==> src/ocsp_pkg.sv <==
// ----------------------------------------------------------------------
// Shared constants for the single-pulse compare channel
// ----------------------------------------------------------------------
package ocsp_pkg;

  // Data widths
  localparam int TIMER_W = 16;                  // Timer and compare width
  localparam int CTRL_W  = 16;                  // Control register width

  // Channel control register field positions
  localparam int MODE_LSB = 0;                  // Mode field low bit
  localparam int MODE_MSB = 2;                  // Mode field high bit
  localparam int TSEL_BIT = 3;                  // Time base select bit

  // Timer control register field position
  localparam int TIMER_RUN_BIT = 15;            // Timer run enable bit

  // Mode encodings
  localparam logic [2:0] MODE_OFF    = 3'h0;    // Channel disabled
  localparam logic [2:0] MODE_SINGLE = 3'h4;    // Dual compare, one pulse

  // Values after reset
  localparam logic [CTRL_W-1:0]  CTRL_RESET  = 16'h0000;
  localparam logic [TIMER_W-1:0] COUNT_RESET = 16'h0000;
  localparam logic [TIMER_W-1:0] COUNT_ZERO  = 16'h0000;

  // Cycle counts
  localparam int FLAG_DELAY = 2;                // Falling edge to flag

  // Pulse sequencer states
  typedef enum logic [1:0]
  {
    ST_OFF       = 2'b00,                       // Disabled, output low
    ST_WAIT_RISE = 2'b01,                       // Armed, output low
    ST_WAIT_FALL = 2'b10,                       // Output high
    ST_DONE      = 2'b11                        // Pulse finished, low
  } pulse_state_t;

endpackage

==> src/timebase_if.sv <==
`timescale 1ns/10ps
// ----------------------------------------------------------------------
// Link between one time base counter and the compare channel
// ----------------------------------------------------------------------
interface timebase_if;
  import ocsp_pkg::*;

  logic               run;                      // Count enable
  logic               clear;                    // Synchronous count clear
  logic [TIMER_W-1:0] period;                   // Terminal count
  logic [TIMER_W-1:0] count;                    // Present count

  // Counter side
  modport timer
  (
    input  run,
    input  clear,
    input  period,
    output count
  );

  // Channel side
  modport channel
  (
    output run,
    output clear,
    output period,
    input  count
  );
endinterface

==> src/timebase_counter.sv <==
`timescale 1ns/10ps
// ----------------------------------------------------------------------
// Up-counting time base, wraps to zero after its period value
// ----------------------------------------------------------------------
module timebase_counter
(
  // Clock and reset
  input  wire logic   clk_sys_in,
  input  wire logic   srst_in,
  // Counter link
  timebase_if.timer   tb
);
  import ocsp_pkg::*;

  logic [TIMER_W-1:0] count_q;                  // Counter state
  logic [TIMER_W-1:0] count_d;                  // Next count

  // Next count: clear first, then wrap at period, then increment
  always_comb
  begin
    count_d = count_q;
    if (tb.clear)
    begin
      count_d = COUNT_ZERO;
    end
    else if (tb.run)
    begin
      // Zero on the clock after the period match
      if (count_q == tb.period)
      begin
        count_d = COUNT_ZERO;
      end
      else
      begin
        count_d = count_q + 16'h0001;
      end
    end
  end

  // Register only
  always_ff @(posedge clk_sys_in)
  begin
    if (srst_in)
    begin
      count_q <= COUNT_RESET;
    end
    else
    begin
      count_q <= count_d;
    end
  end

  assign tb.count = count_q;
endmodule

==> src/compare_single_pulse_channel.sv <==
`timescale 1ns/10ps
// What this block does
// - Mode 100 write forces low, arms pulse
// - Mode field sits in control bits 2:0
// - Control bit 3 picks the time base
// - First primary match after arming drives high
// - Secondary match drives low, stays low
// - Secondary match sets flag; enable gates request
// - Rewriting mode 100 re-arms, no timer reset
// - No disable step; control rewrite restarts
// - Works with timer running or stopped
// - Output changes one clock after match
// - Timer counts to period, then zero
// - Flag sets two clocks after falling edge
// - Period below secondary: output stays high
module compare_single_pulse_channel
  import ocsp_pkg::*;
(
  // Clock and reset
  input  wire logic                            clk_sys_in,
  input  wire logic                            srst_in,
  // Channel control register access
  input  wire logic                            ctrl_wr_in,
  input  wire logic [ocsp_pkg::CTRL_W-1:0]     ctrl_wdata_in,
  output logic      [ocsp_pkg::CTRL_W-1:0]     ctrl_rdata_out,
  // Compare values
  input  wire logic [ocsp_pkg::TIMER_W-1:0]    primary_compare_value_in,
  input  wire logic [ocsp_pkg::TIMER_W-1:0]    secondary_compare_value_in,
  // Time bases
  input  wire logic [1:0][ocsp_pkg::CTRL_W-1:0] timer_control_register_in,
  input  wire logic [1:0][ocsp_pkg::TIMER_W-1:0] timer_period_value_in,
  input  wire logic [1:0]                      timer_clear_in,
  output logic      [1:0][ocsp_pkg::TIMER_W-1:0] timer_count_out,
  // Interrupt flag and request
  input  wire logic                            channel_interrupt_enable_in,
  input  wire logic                            flag_clear_in,
  output logic                                 channel_interrupt_flag_out,
  output logic                                 irq_out,
  // Output pin and status
  output logic                                 compare_output_pin_out,
  output logic      [1:0]                      pulse_state_out
);
  import ocsp_pkg::*;

  // --------------------------------------------------------------------
  // Time bases
  // --------------------------------------------------------------------
  timebase_if tb_if [2] ();                     // One link per timer
  logic [1:0][TIMER_W-1:0] count_w;             // Counts seen by channel

  // Two identical counters, run from their own run bits
  genvar gi;
  generate
    for (gi = 0; gi < 2; gi++)
    begin : g_timer
      assign tb_if[gi].run    = timer_control_register_in[gi][TIMER_RUN_BIT];
      assign tb_if[gi].clear  = timer_clear_in[gi];
      assign tb_if[gi].period = timer_period_value_in[gi];
      assign count_w[gi]      = tb_if[gi].count;

      timebase_counter u_timer
      (
        .clk_sys_in (clk_sys_in),
        .srst_in    (srst_in),
        .tb         (tb_if[gi])
      );
    end
  endgenerate

  assign timer_count_out = count_w;

  // --------------------------------------------------------------------
  // Control register and compare matching
  // --------------------------------------------------------------------
  logic [2:0]         mode_q;                   // Channel mode field
  logic [2:0]         mode_d;
  logic               tsel_q;                   // Time base select
  logic               tsel_d;
  logic [TIMER_W-1:0] sel_count;                // Count of chosen timer
  logic               pri_match;                // Count equals primary
  logic               sec_match;                // Count equals secondary
  logic               arm_wr;                   // Write of single mode

  // Chosen time base; a select write takes effect on the next clock
  assign sel_count = tsel_q ? count_w[1] : count_w[0];

  // Plain equality; a secondary beyond the period never matches
  assign pri_match = (sel_count == primary_compare_value_in);
  assign sec_match = (sel_count == secondary_compare_value_in);

  // Arming ignores timer run state, so running or stopped both work
  assign arm_wr = ctrl_wr_in && (ctrl_wdata_in[MODE_MSB:MODE_LSB] == MODE_SINGLE);

  // Next control fields
  always_comb
  begin
    mode_d = mode_q;
    tsel_d = tsel_q;
    if (ctrl_wr_in)
    begin
      mode_d = ctrl_wdata_in[MODE_MSB:MODE_LSB];
      tsel_d = ctrl_wdata_in[TSEL_BIT];
    end
  end

  // Register only; reset leaves the channel off
  always_ff @(posedge clk_sys_in)
  begin
    if (srst_in)
    begin
      mode_q <= CTRL_RESET[MODE_MSB:MODE_LSB];
      tsel_q <= CTRL_RESET[TSEL_BIT];
    end
    else
    begin
      mode_q <= mode_d;
      tsel_q <= tsel_d;
    end
  end

  // Readback: bits above the time base select read as zero
  always_comb
  begin
    ctrl_rdata_out                    = CTRL_RESET;
    ctrl_rdata_out[MODE_MSB:MODE_LSB] = mode_q;
    ctrl_rdata_out[TSEL_BIT]          = tsel_q;
  end

  // --------------------------------------------------------------------
  // Pulse sequencer
  // --------------------------------------------------------------------
  pulse_state_t state_q;                        // Sequencer state
  pulse_state_t state_d;
  logic         pin_q;                          // Registered output pin
  logic         pin_d;
  logic         fall_now;                       // Falling edge this cycle

  // Next state; a control write always overrides the sequence
  always_comb
  begin
    state_d  = state_q;
    pin_d    = pin_q;
    fall_now = 1'b0;
    if (ctrl_wr_in)
    begin
      if (arm_wr)
      begin
        // Arm or re-arm: no disable, no timer reset needed
        state_d = ST_WAIT_RISE;
        pin_d   = 1'b0;
      end
      else
      begin
        // Other modes belong elsewhere; hold the pin low
        state_d = ST_OFF;
        pin_d   = 1'b0;
      end
    end
    else
    begin
      case (state_q)
        ST_WAIT_RISE:
        begin
          // Registered, so the pin rises one clock after the match
          if (pri_match)
          begin
            state_d = ST_WAIT_FALL;
            pin_d   = 1'b1;
          end
        end
        ST_WAIT_FALL:
        begin
          // Stays high until a secondary match appears
          if (sec_match)
          begin
            state_d  = ST_DONE;
            pin_d    = 1'b0;
            fall_now = 1'b1;
          end
        end
        ST_DONE:
        begin
          // No further pulses until re-armed
          pin_d = 1'b0;
        end
        default:
        begin
          pin_d = 1'b0;
        end
      endcase
    end
  end

  // Register only
  always_ff @(posedge clk_sys_in)
  begin
    if (srst_in)
    begin
      state_q <= ST_OFF;
      pin_q   <= 1'b0;
    end
    else
    begin
      state_q <= state_d;
      pin_q   <= pin_d;
    end
  end

  assign compare_output_pin_out = pin_q;
  assign pulse_state_out        = state_q;

  // --------------------------------------------------------------------
  // Interrupt flag
  // --------------------------------------------------------------------
  logic [FLAG_DELAY-1:0] fall_pipe_q;           // Edge delay line
  logic [FLAG_DELAY-1:0] fall_pipe_d;
  logic                  flag_q;                // Sticky channel flag
  logic                  flag_d;

  // Delay line keeps running across re-arms so no event is dropped
  always_comb
  begin
    fall_pipe_d = {fall_pipe_q[FLAG_DELAY-2:0], fall_now};
    flag_d      = flag_q;
    if (flag_clear_in)
    begin
      flag_d = 1'b0;
    end
    // Set beats a clear in the same cycle
    if (fall_pipe_q[FLAG_DELAY-1])
    begin
      flag_d = 1'b1;
    end
  end

  // Register only
  always_ff @(posedge clk_sys_in)
  begin
    if (srst_in)
    begin
      fall_pipe_q <= '0;
      flag_q      <= 1'b0;
    end
    else
    begin
      fall_pipe_q <= fall_pipe_d;
      flag_q      <= flag_d;
    end
  end

  assign channel_interrupt_flag_out = flag_q;
  // Request only while enabled
  assign irq_out = flag_q && channel_interrupt_enable_in;
endmodule

==> config.mk <==
export PLATFORM = sky130hd
export DESIGN_NAME = compare_single_pulse_channel
export DESIGN_NICKNAME = d
export VERILOG_FILES = /design/src/ocsp_pkg.sv /design/src/timebase_if.sv /design/src/timebase_counter.sv /design/src/compare_single_pulse_channel.sv
export SDC_FILE = /design/constraint.sdc
export NUM_CORES = 1
export LEC_CHECK = 0
export ABC_AREA = 1
export BUFFER_PORTS_ARGS = -buffer_cell sky130_fd_sc_hd__buf_2
export CELL_PAD_IN_SITES_DETAIL_PLACEMENT = 0
export CELL_PAD_IN_SITES_GLOBAL_PLACEMENT = 1
export CORE_AREA = 2 2 107 109
export DETAILED_ROUTE_END_ITERATION = 10
export DIE_AREA = 0 0 109 111
export PLACE_DENSITY = 0.83
export SKIP_CTS_REPAIR_TIMING = 1
export SLEW_MARGIN = 25
export SYNTH_ARGS = -nofsm -noshare
export SYNTH_HDL_FRONTEND = slang
export SYNTH_SLANG_ARGS = --single-unit
==> constraint.sdc <==
create_clock -name clk_sys_in -period 3.45 [get_ports clk_sys_in]
set_input_delay 0.5175 -clock clk_sys_in [delete_from_list [all_inputs] [get_ports clk_sys_in]]
set_output_delay 0.5175 -clock clk_sys_in [all_outputs]
set_load 0.01 [all_outputs]
## Word level (Yosys, flattened, before mapping)

Cells that the tools add are included.

| word-level totals | value |
|---|---|
| register bits after elaboration | 42 |
| input bits | 119 |
| word-level logic and storage cells | 47 |

| operators by class | value |
|---|---|
| $add $sub $neg | 2 |
| eq/ne operators | 11 |
| muxes and demuxes | 14 |
| bitwise operators | 1 |
| reduce and logical (&&, ||, !) cells | 10 |

Operators with widths:

| kind | number |
|---|---|
| == test 16 bit | 4 |
| 2-to-1 mux 16 bit | 3 |
| adder 16 x 1 -> 16 bit (second input constant) | 2 |
| 2-to-1 mux 1 bit | 6 |
| 2-to-1 mux 2 bit | 3 |
| inequality test 3 bit (second input constant) | 2 |
| OR reduction 2 bit | 3 |
| inequality test 2 bit (second input constant) | 2 |
| case mux 2 bit (2 select lines) | 1 |
| == test 3 bit (second input constant) | 1 |
| AND reduction 3 bit | 1 |
| nonzero test 3 bit | 1 |
| OR reduction 3 bit | 1 |
| == test 2 x 1 -> 1 bit (second input constant) | 1 |
| == test 2 bit (second input constant) | 1 |
| logical AND 1 bit | 2 |
| case mux 1 bit (2 select lines) | 1 |
| AND reduction 2 bit | 1 |
| nonzero test 2 bit | 1 |
| inverter 1 bit | 1 |

## Depth between registers and ports, before layout

| depth | value |
|---|---|
| word-level depth | 5 |
| depth in mapped cells | 14 |
| gate-level depth less buffers | 13 |

## By module

From an unflattened synthesis, not the netlist that was laid out.

| second synthesis, totals | value |
|---|---|
| cells, all modules | 731 |
| area total of the unflattened synthesis | 3910.0 um^2 |

Modules (own cells, without submodules):

| module | times used | cells each | area an instance (um^2) | sequential area each (um^2) |
|---|---|---|---|---|
| timebase_counter | 2 | 218 | 1203.7 | 320.3 |
| compare_single_pulse_channel | 1 | 295 | 1502.7 | 200.2 |

## Least setup slack after synthesis

OpenSTA, ideal clock, no wires.

| timing | value |
|---|---|
| kind | register to register |
| from | register g_timer[0].u_timer.count_q[0] |
| to | register g_timer[0].u_timer.count_q[12] |
| setup time | 114 ps |
| data arrival time | 1478 ps |
| slack | 1858 ps |
| stages on the path, launching flop included | 10 |
| buffers on the path | 0 |
| period minus slack after synthesis | 1592 ps |
| cells stage by stage | dfxtp_1 > ha_1 > nand2_1 > nor2_2 > nand3_1 > nor2_2 > nand2_1 > nor4_2 > xor2_1 > nor2_1 |

| on the way | value |
|---|---|
| longest elaborated chain between the ends | 2 |
| elaborated cells on any way between the ends | 3 |
| those cells by class | add/sub (1); eq/ne (1); mux (1) |

RTL lines:

| what | RTL line | RTL |
|---|---|---|
| from (decl) | timebase_counter.sv:15 | `logic [TIMER_W-1:0] count_q;` |
| from (signal assigned) | timebase_counter.sv:49 | `count_q <= count_d;` |
| adder 16 x 1 -> 16 bit / == test 16 bit (equally long branches) | timebase_counter.sv:35, timebase_counter.sv:29 |  |
| 2-to-1 mux 16 bit * | timebase_counter.sv:29 | `if (count_q == tb.period)` |

Mark *: on every way between the ends. The rest lies on a longest branch, timed or not.
A chain may end at the register's enable or synchronous reset.

## Worst setup path after layout

| timing | value |
|---|---|
| from | register tsel_q |
| to | register state_q[0] (netlist: pulse_state_out[0]) |

| on the way | value |
|---|---|
| longest elaborated chain between the ends | 4 |
| elaborated cells on any way between the ends | 6 |
| those cells by class | eq/ne (4); mux (1); reduce/logical (1) |

RTL lines:

| what | RTL line | RTL |
|---|---|---|
| from (decl) | compare_single_pulse_channel.sv:77 | `logic tsel_q;` |
| from (signal assigned) | compare_single_pulse_channel.sv:112 | `tsel_q <= CTRL_RESET[TSEL_BIT];` |
| from (signal assigned) | compare_single_pulse_channel.sv:117 | `tsel_q <= tsel_d;` |
| 2-to-1 mux 16 bit * | compare_single_pulse_channel.sv:85 | `assign sel_count = tsel_q ? count_w[1] : count_w[0];` |
| == test 16 bit, on equally long branches | compare_single_pulse_channel.sv:89, compare_single_pulse_channel.sv:88 |  |
| inequality test 3 bit (no source line) | -- |  |
| AND reduction 3 bit (no source line) * | -- |  |
| to (signal assigned) | compare_single_pulse_channel.sv:204 | `state_q <= state_d;` |
| to (decl) | compare_single_pulse_channel.sv:132 | `pulse_state_t state_q;` |

Marked as above.

==> impl_metrics.toml <==
[critical_path]
cp.required_ps = 3620
rr_worst_depth = 11
worstSetupStartpoint = "tsel_q"
cp.arrival_ps = 2350
path_class = "reg2reg"
worstSetupStartpointType = "flop"
reg2reg_from = "tsel_q"
crit_fanout = 33
end_kind = "flop"

[timing]
worst_pin_slew_ps = 622
rsz0062_at_grt = "false"
min_period_ps = 2170
setup_viol = 0
fin_tns_setup_ps = 0
finalClockSkew_ps = 4.14
max_freq_ghz = 0.460
drv_slew = 0
hold_viol_final = 0
slew_headroom = 0.584
period_share = 0.630

[synthesis]
seq_area_frac_synth = 0.237
synth.area.top_cells = "dfxtp_1 24%, nand2_1 19%, nand3_1 8.7%, inv_1 7.7%, nand3b_1 5.5%"
synth_ff_type = "dfxtp_1"
postSynthCellCount = 580
avgSynthCellArea_um2 = 6.12
synth_area_um2 = 3550
yosysUniqueCellTypes = 37
synth_seq_cells = 42
synth_common_cells = "177 x nand2_1, 73 x inv_1, 62 x nand3_1"
yosysTopAreaCellShare = 0.237
netlist.top_cell.by_area = "dfxtp_1"
ys_warn_count = 0
ys_async_sr_fraction = 0
synth-edff-count = 0
synth.most_common_cell = "nand2_1"

[routing]
first_pass_iters = 5
drtIter0Drc = 210
routedWlPerCell_um = 13.1
routed_wl_um = 11000
route.vias.total = 3995
ant_nets = 0
drcViolationCount = 0
vias_per_cell = 4.78

[placed_design]
dpl.hpwl_um = 9060
placed_cell_area_um2 = 4180
gp_congestion = 0.839
dp_cells = 829
port_buffers = 117

[grt]
grt_first_pass_wirelength_um = 17400
use_met2 = 0.296
overflow = 0
grt_max_degree = 34
grt_pass1_vias = 3704
use_met3 = 0.0270
antenna_found_initial = 0
grt_use_total = 0.181
met1_usage = 0.243
grt.busiest_layer = "met2"

[final_layout]
multi_input_area_um2 = 2270
nFillCells = 1203
nets = 814
finalNonFillerCells = 836
n_antenna_cell = 0
syn_to_final_growth_pct = 21.4
drive_above_1_share = 0.224
final_cell_area_um2 = 4310
regArea_um2 = 841

[cts]
clk_latency_ps = 280
clockBufferDepth = 2
cts_htree_levels = 2
clockRootBuffer = "clkbuf_16"
clkSinkCount = 42
cts_tree = "done"
clk_pin_slew_worst_paths_ps = 60
cts_made_buffers = 5

[flow_run]
cap_violations = 0

[die]
die-area_um2 = 12100
core_area_um2 = 11100
rows = 39
pin_count = 172
die_x_um = 109
start_util = 0.321
die_y_um = 111

[power_and_ir_drop]
power_density_nw_per_um2 = 270
p_seq_frac = 0.427
p_comb_frac = 0.183
power.share.clock = 0.390
p_int_mw = 0.843
total_leakage_power_nw = 2.12
power_mw = 1.16
p_sw_mw = 0.319
ir_drop_mv = 0.188
p_sw_frac = 0.275

[worst_hold_path]
holdPathStages = 2
worstHoldStart = "fall_pipe_q[0]"
min_path_type = "reg2reg"

[run_status]
status = "finished clean"
worst max-delay path, cell delays in order (launching register included):
cell and delay, ps:
dfxtp_1 290, buf_4 220, inv_2 440, nand2_1 190, nand3_1 110, nand2_1 50
nor2_1 100, nand2_1 60, nor2_1 240, nand3_1 180, nand3_1 120, a21oi_2 50
state kept, by name, summed over array words and instances (netlist names):
register and cells:
fall_pipe_q 2, channel_interrupt_flag_out 1, tsel_q 1, pulse_state_out 2
mode_q 3, compare_output_pin_out 1, g_timer.u_timer.tb.count 32
cells in the final DEF, fill, tap and decap left out, drive strengths merged:
cell       n
nand3b    26
conb      12
a32oi      1
nor2      57
xor2      11
nand3     65
nor4       7
nor3      18
buf      118
ha         2
a31oi      4
inv       77
o2111ai    2
clkbuf     7
nand2    181
nor3b      2
o21ai      8
or2       12
dfxtp     42
xnor2     15
nand4     13
and3       1
a21oi     12
power by group through the flow:
stage | logic, mW | registers [mW] | clock network, mW
2_1_floorplan | 0.142 | 0.509 | 0
3_3_place_gp | 0.207 | 0.506 | 0
3_5_place_dp | 0.212 | 0.507 | 0
4_1_cts | 0.213 | 0.496 | 0.469
5_1_grt | 0.239 | 0.497 | 0.482
6_report | 0.213 | 0.496 | 0.453
per-layer routing:
| layer | wire (um) | up-vias |
|---|---|---|
| met1 | 5070 | 1793 |
| met4 | 197 | 0 |
| met3 | 662 | 14 |
| li1 | - | 2055 |
| met5 | 0 | - |
| met2 | 5040 | 133 |
area by class of cell:
type | instances | area share
flip-flops and latches | 42 | 0.195
repair buffers | 118 | 0.138
clock buffers | 7 | 0.0308
inverters | 77 | 0.0671
well taps | 143 | 0.0415
multi-input cells | 449 | 0.528
through the flow:
| stage | utilization | hold WS [ps] | setup slack (ps) |
|---|---|---|---|
| after global routing | 0.389 | 428 | 1040 |
| after CTS | 0.389 | 404 | 1280 |
| after global placement | 0.377 | 391 | 1310 |
| final | 0.389 | 403 | 1280 |
| after floorplan | - | 388 | 1860 |
| after detailed placement | 0.377 | 395 | 1290 |
cells by family after synthesis:
| family | Yosys count | synth area share |
|---|---|---|
| AO/OA/AOI/OAI | 27 | 0.0437 |
| AND/OR/NAND/NOR | 382 | 0.513 |
| flip-flops | 42 | 0.237 |
| XOR/XNOR | 26 | 0.0641 |
| buffers and inverters | 100 | 0.134 |
| other | 1 | 0.00106 |
| adder cells (fa/ha/maj) | 2 | 0.00705 |
final timing paths:
path / end / slack, ps
max reg2reg: pulse_state_out[0] / 1280
min reg2reg: fall_pipe_q[1] / 400
max: pulse_state_out[0] / 1280
min: fall_pipe_q[1] / 400
No activity file was read; power rests on OpenSTA's default activity.
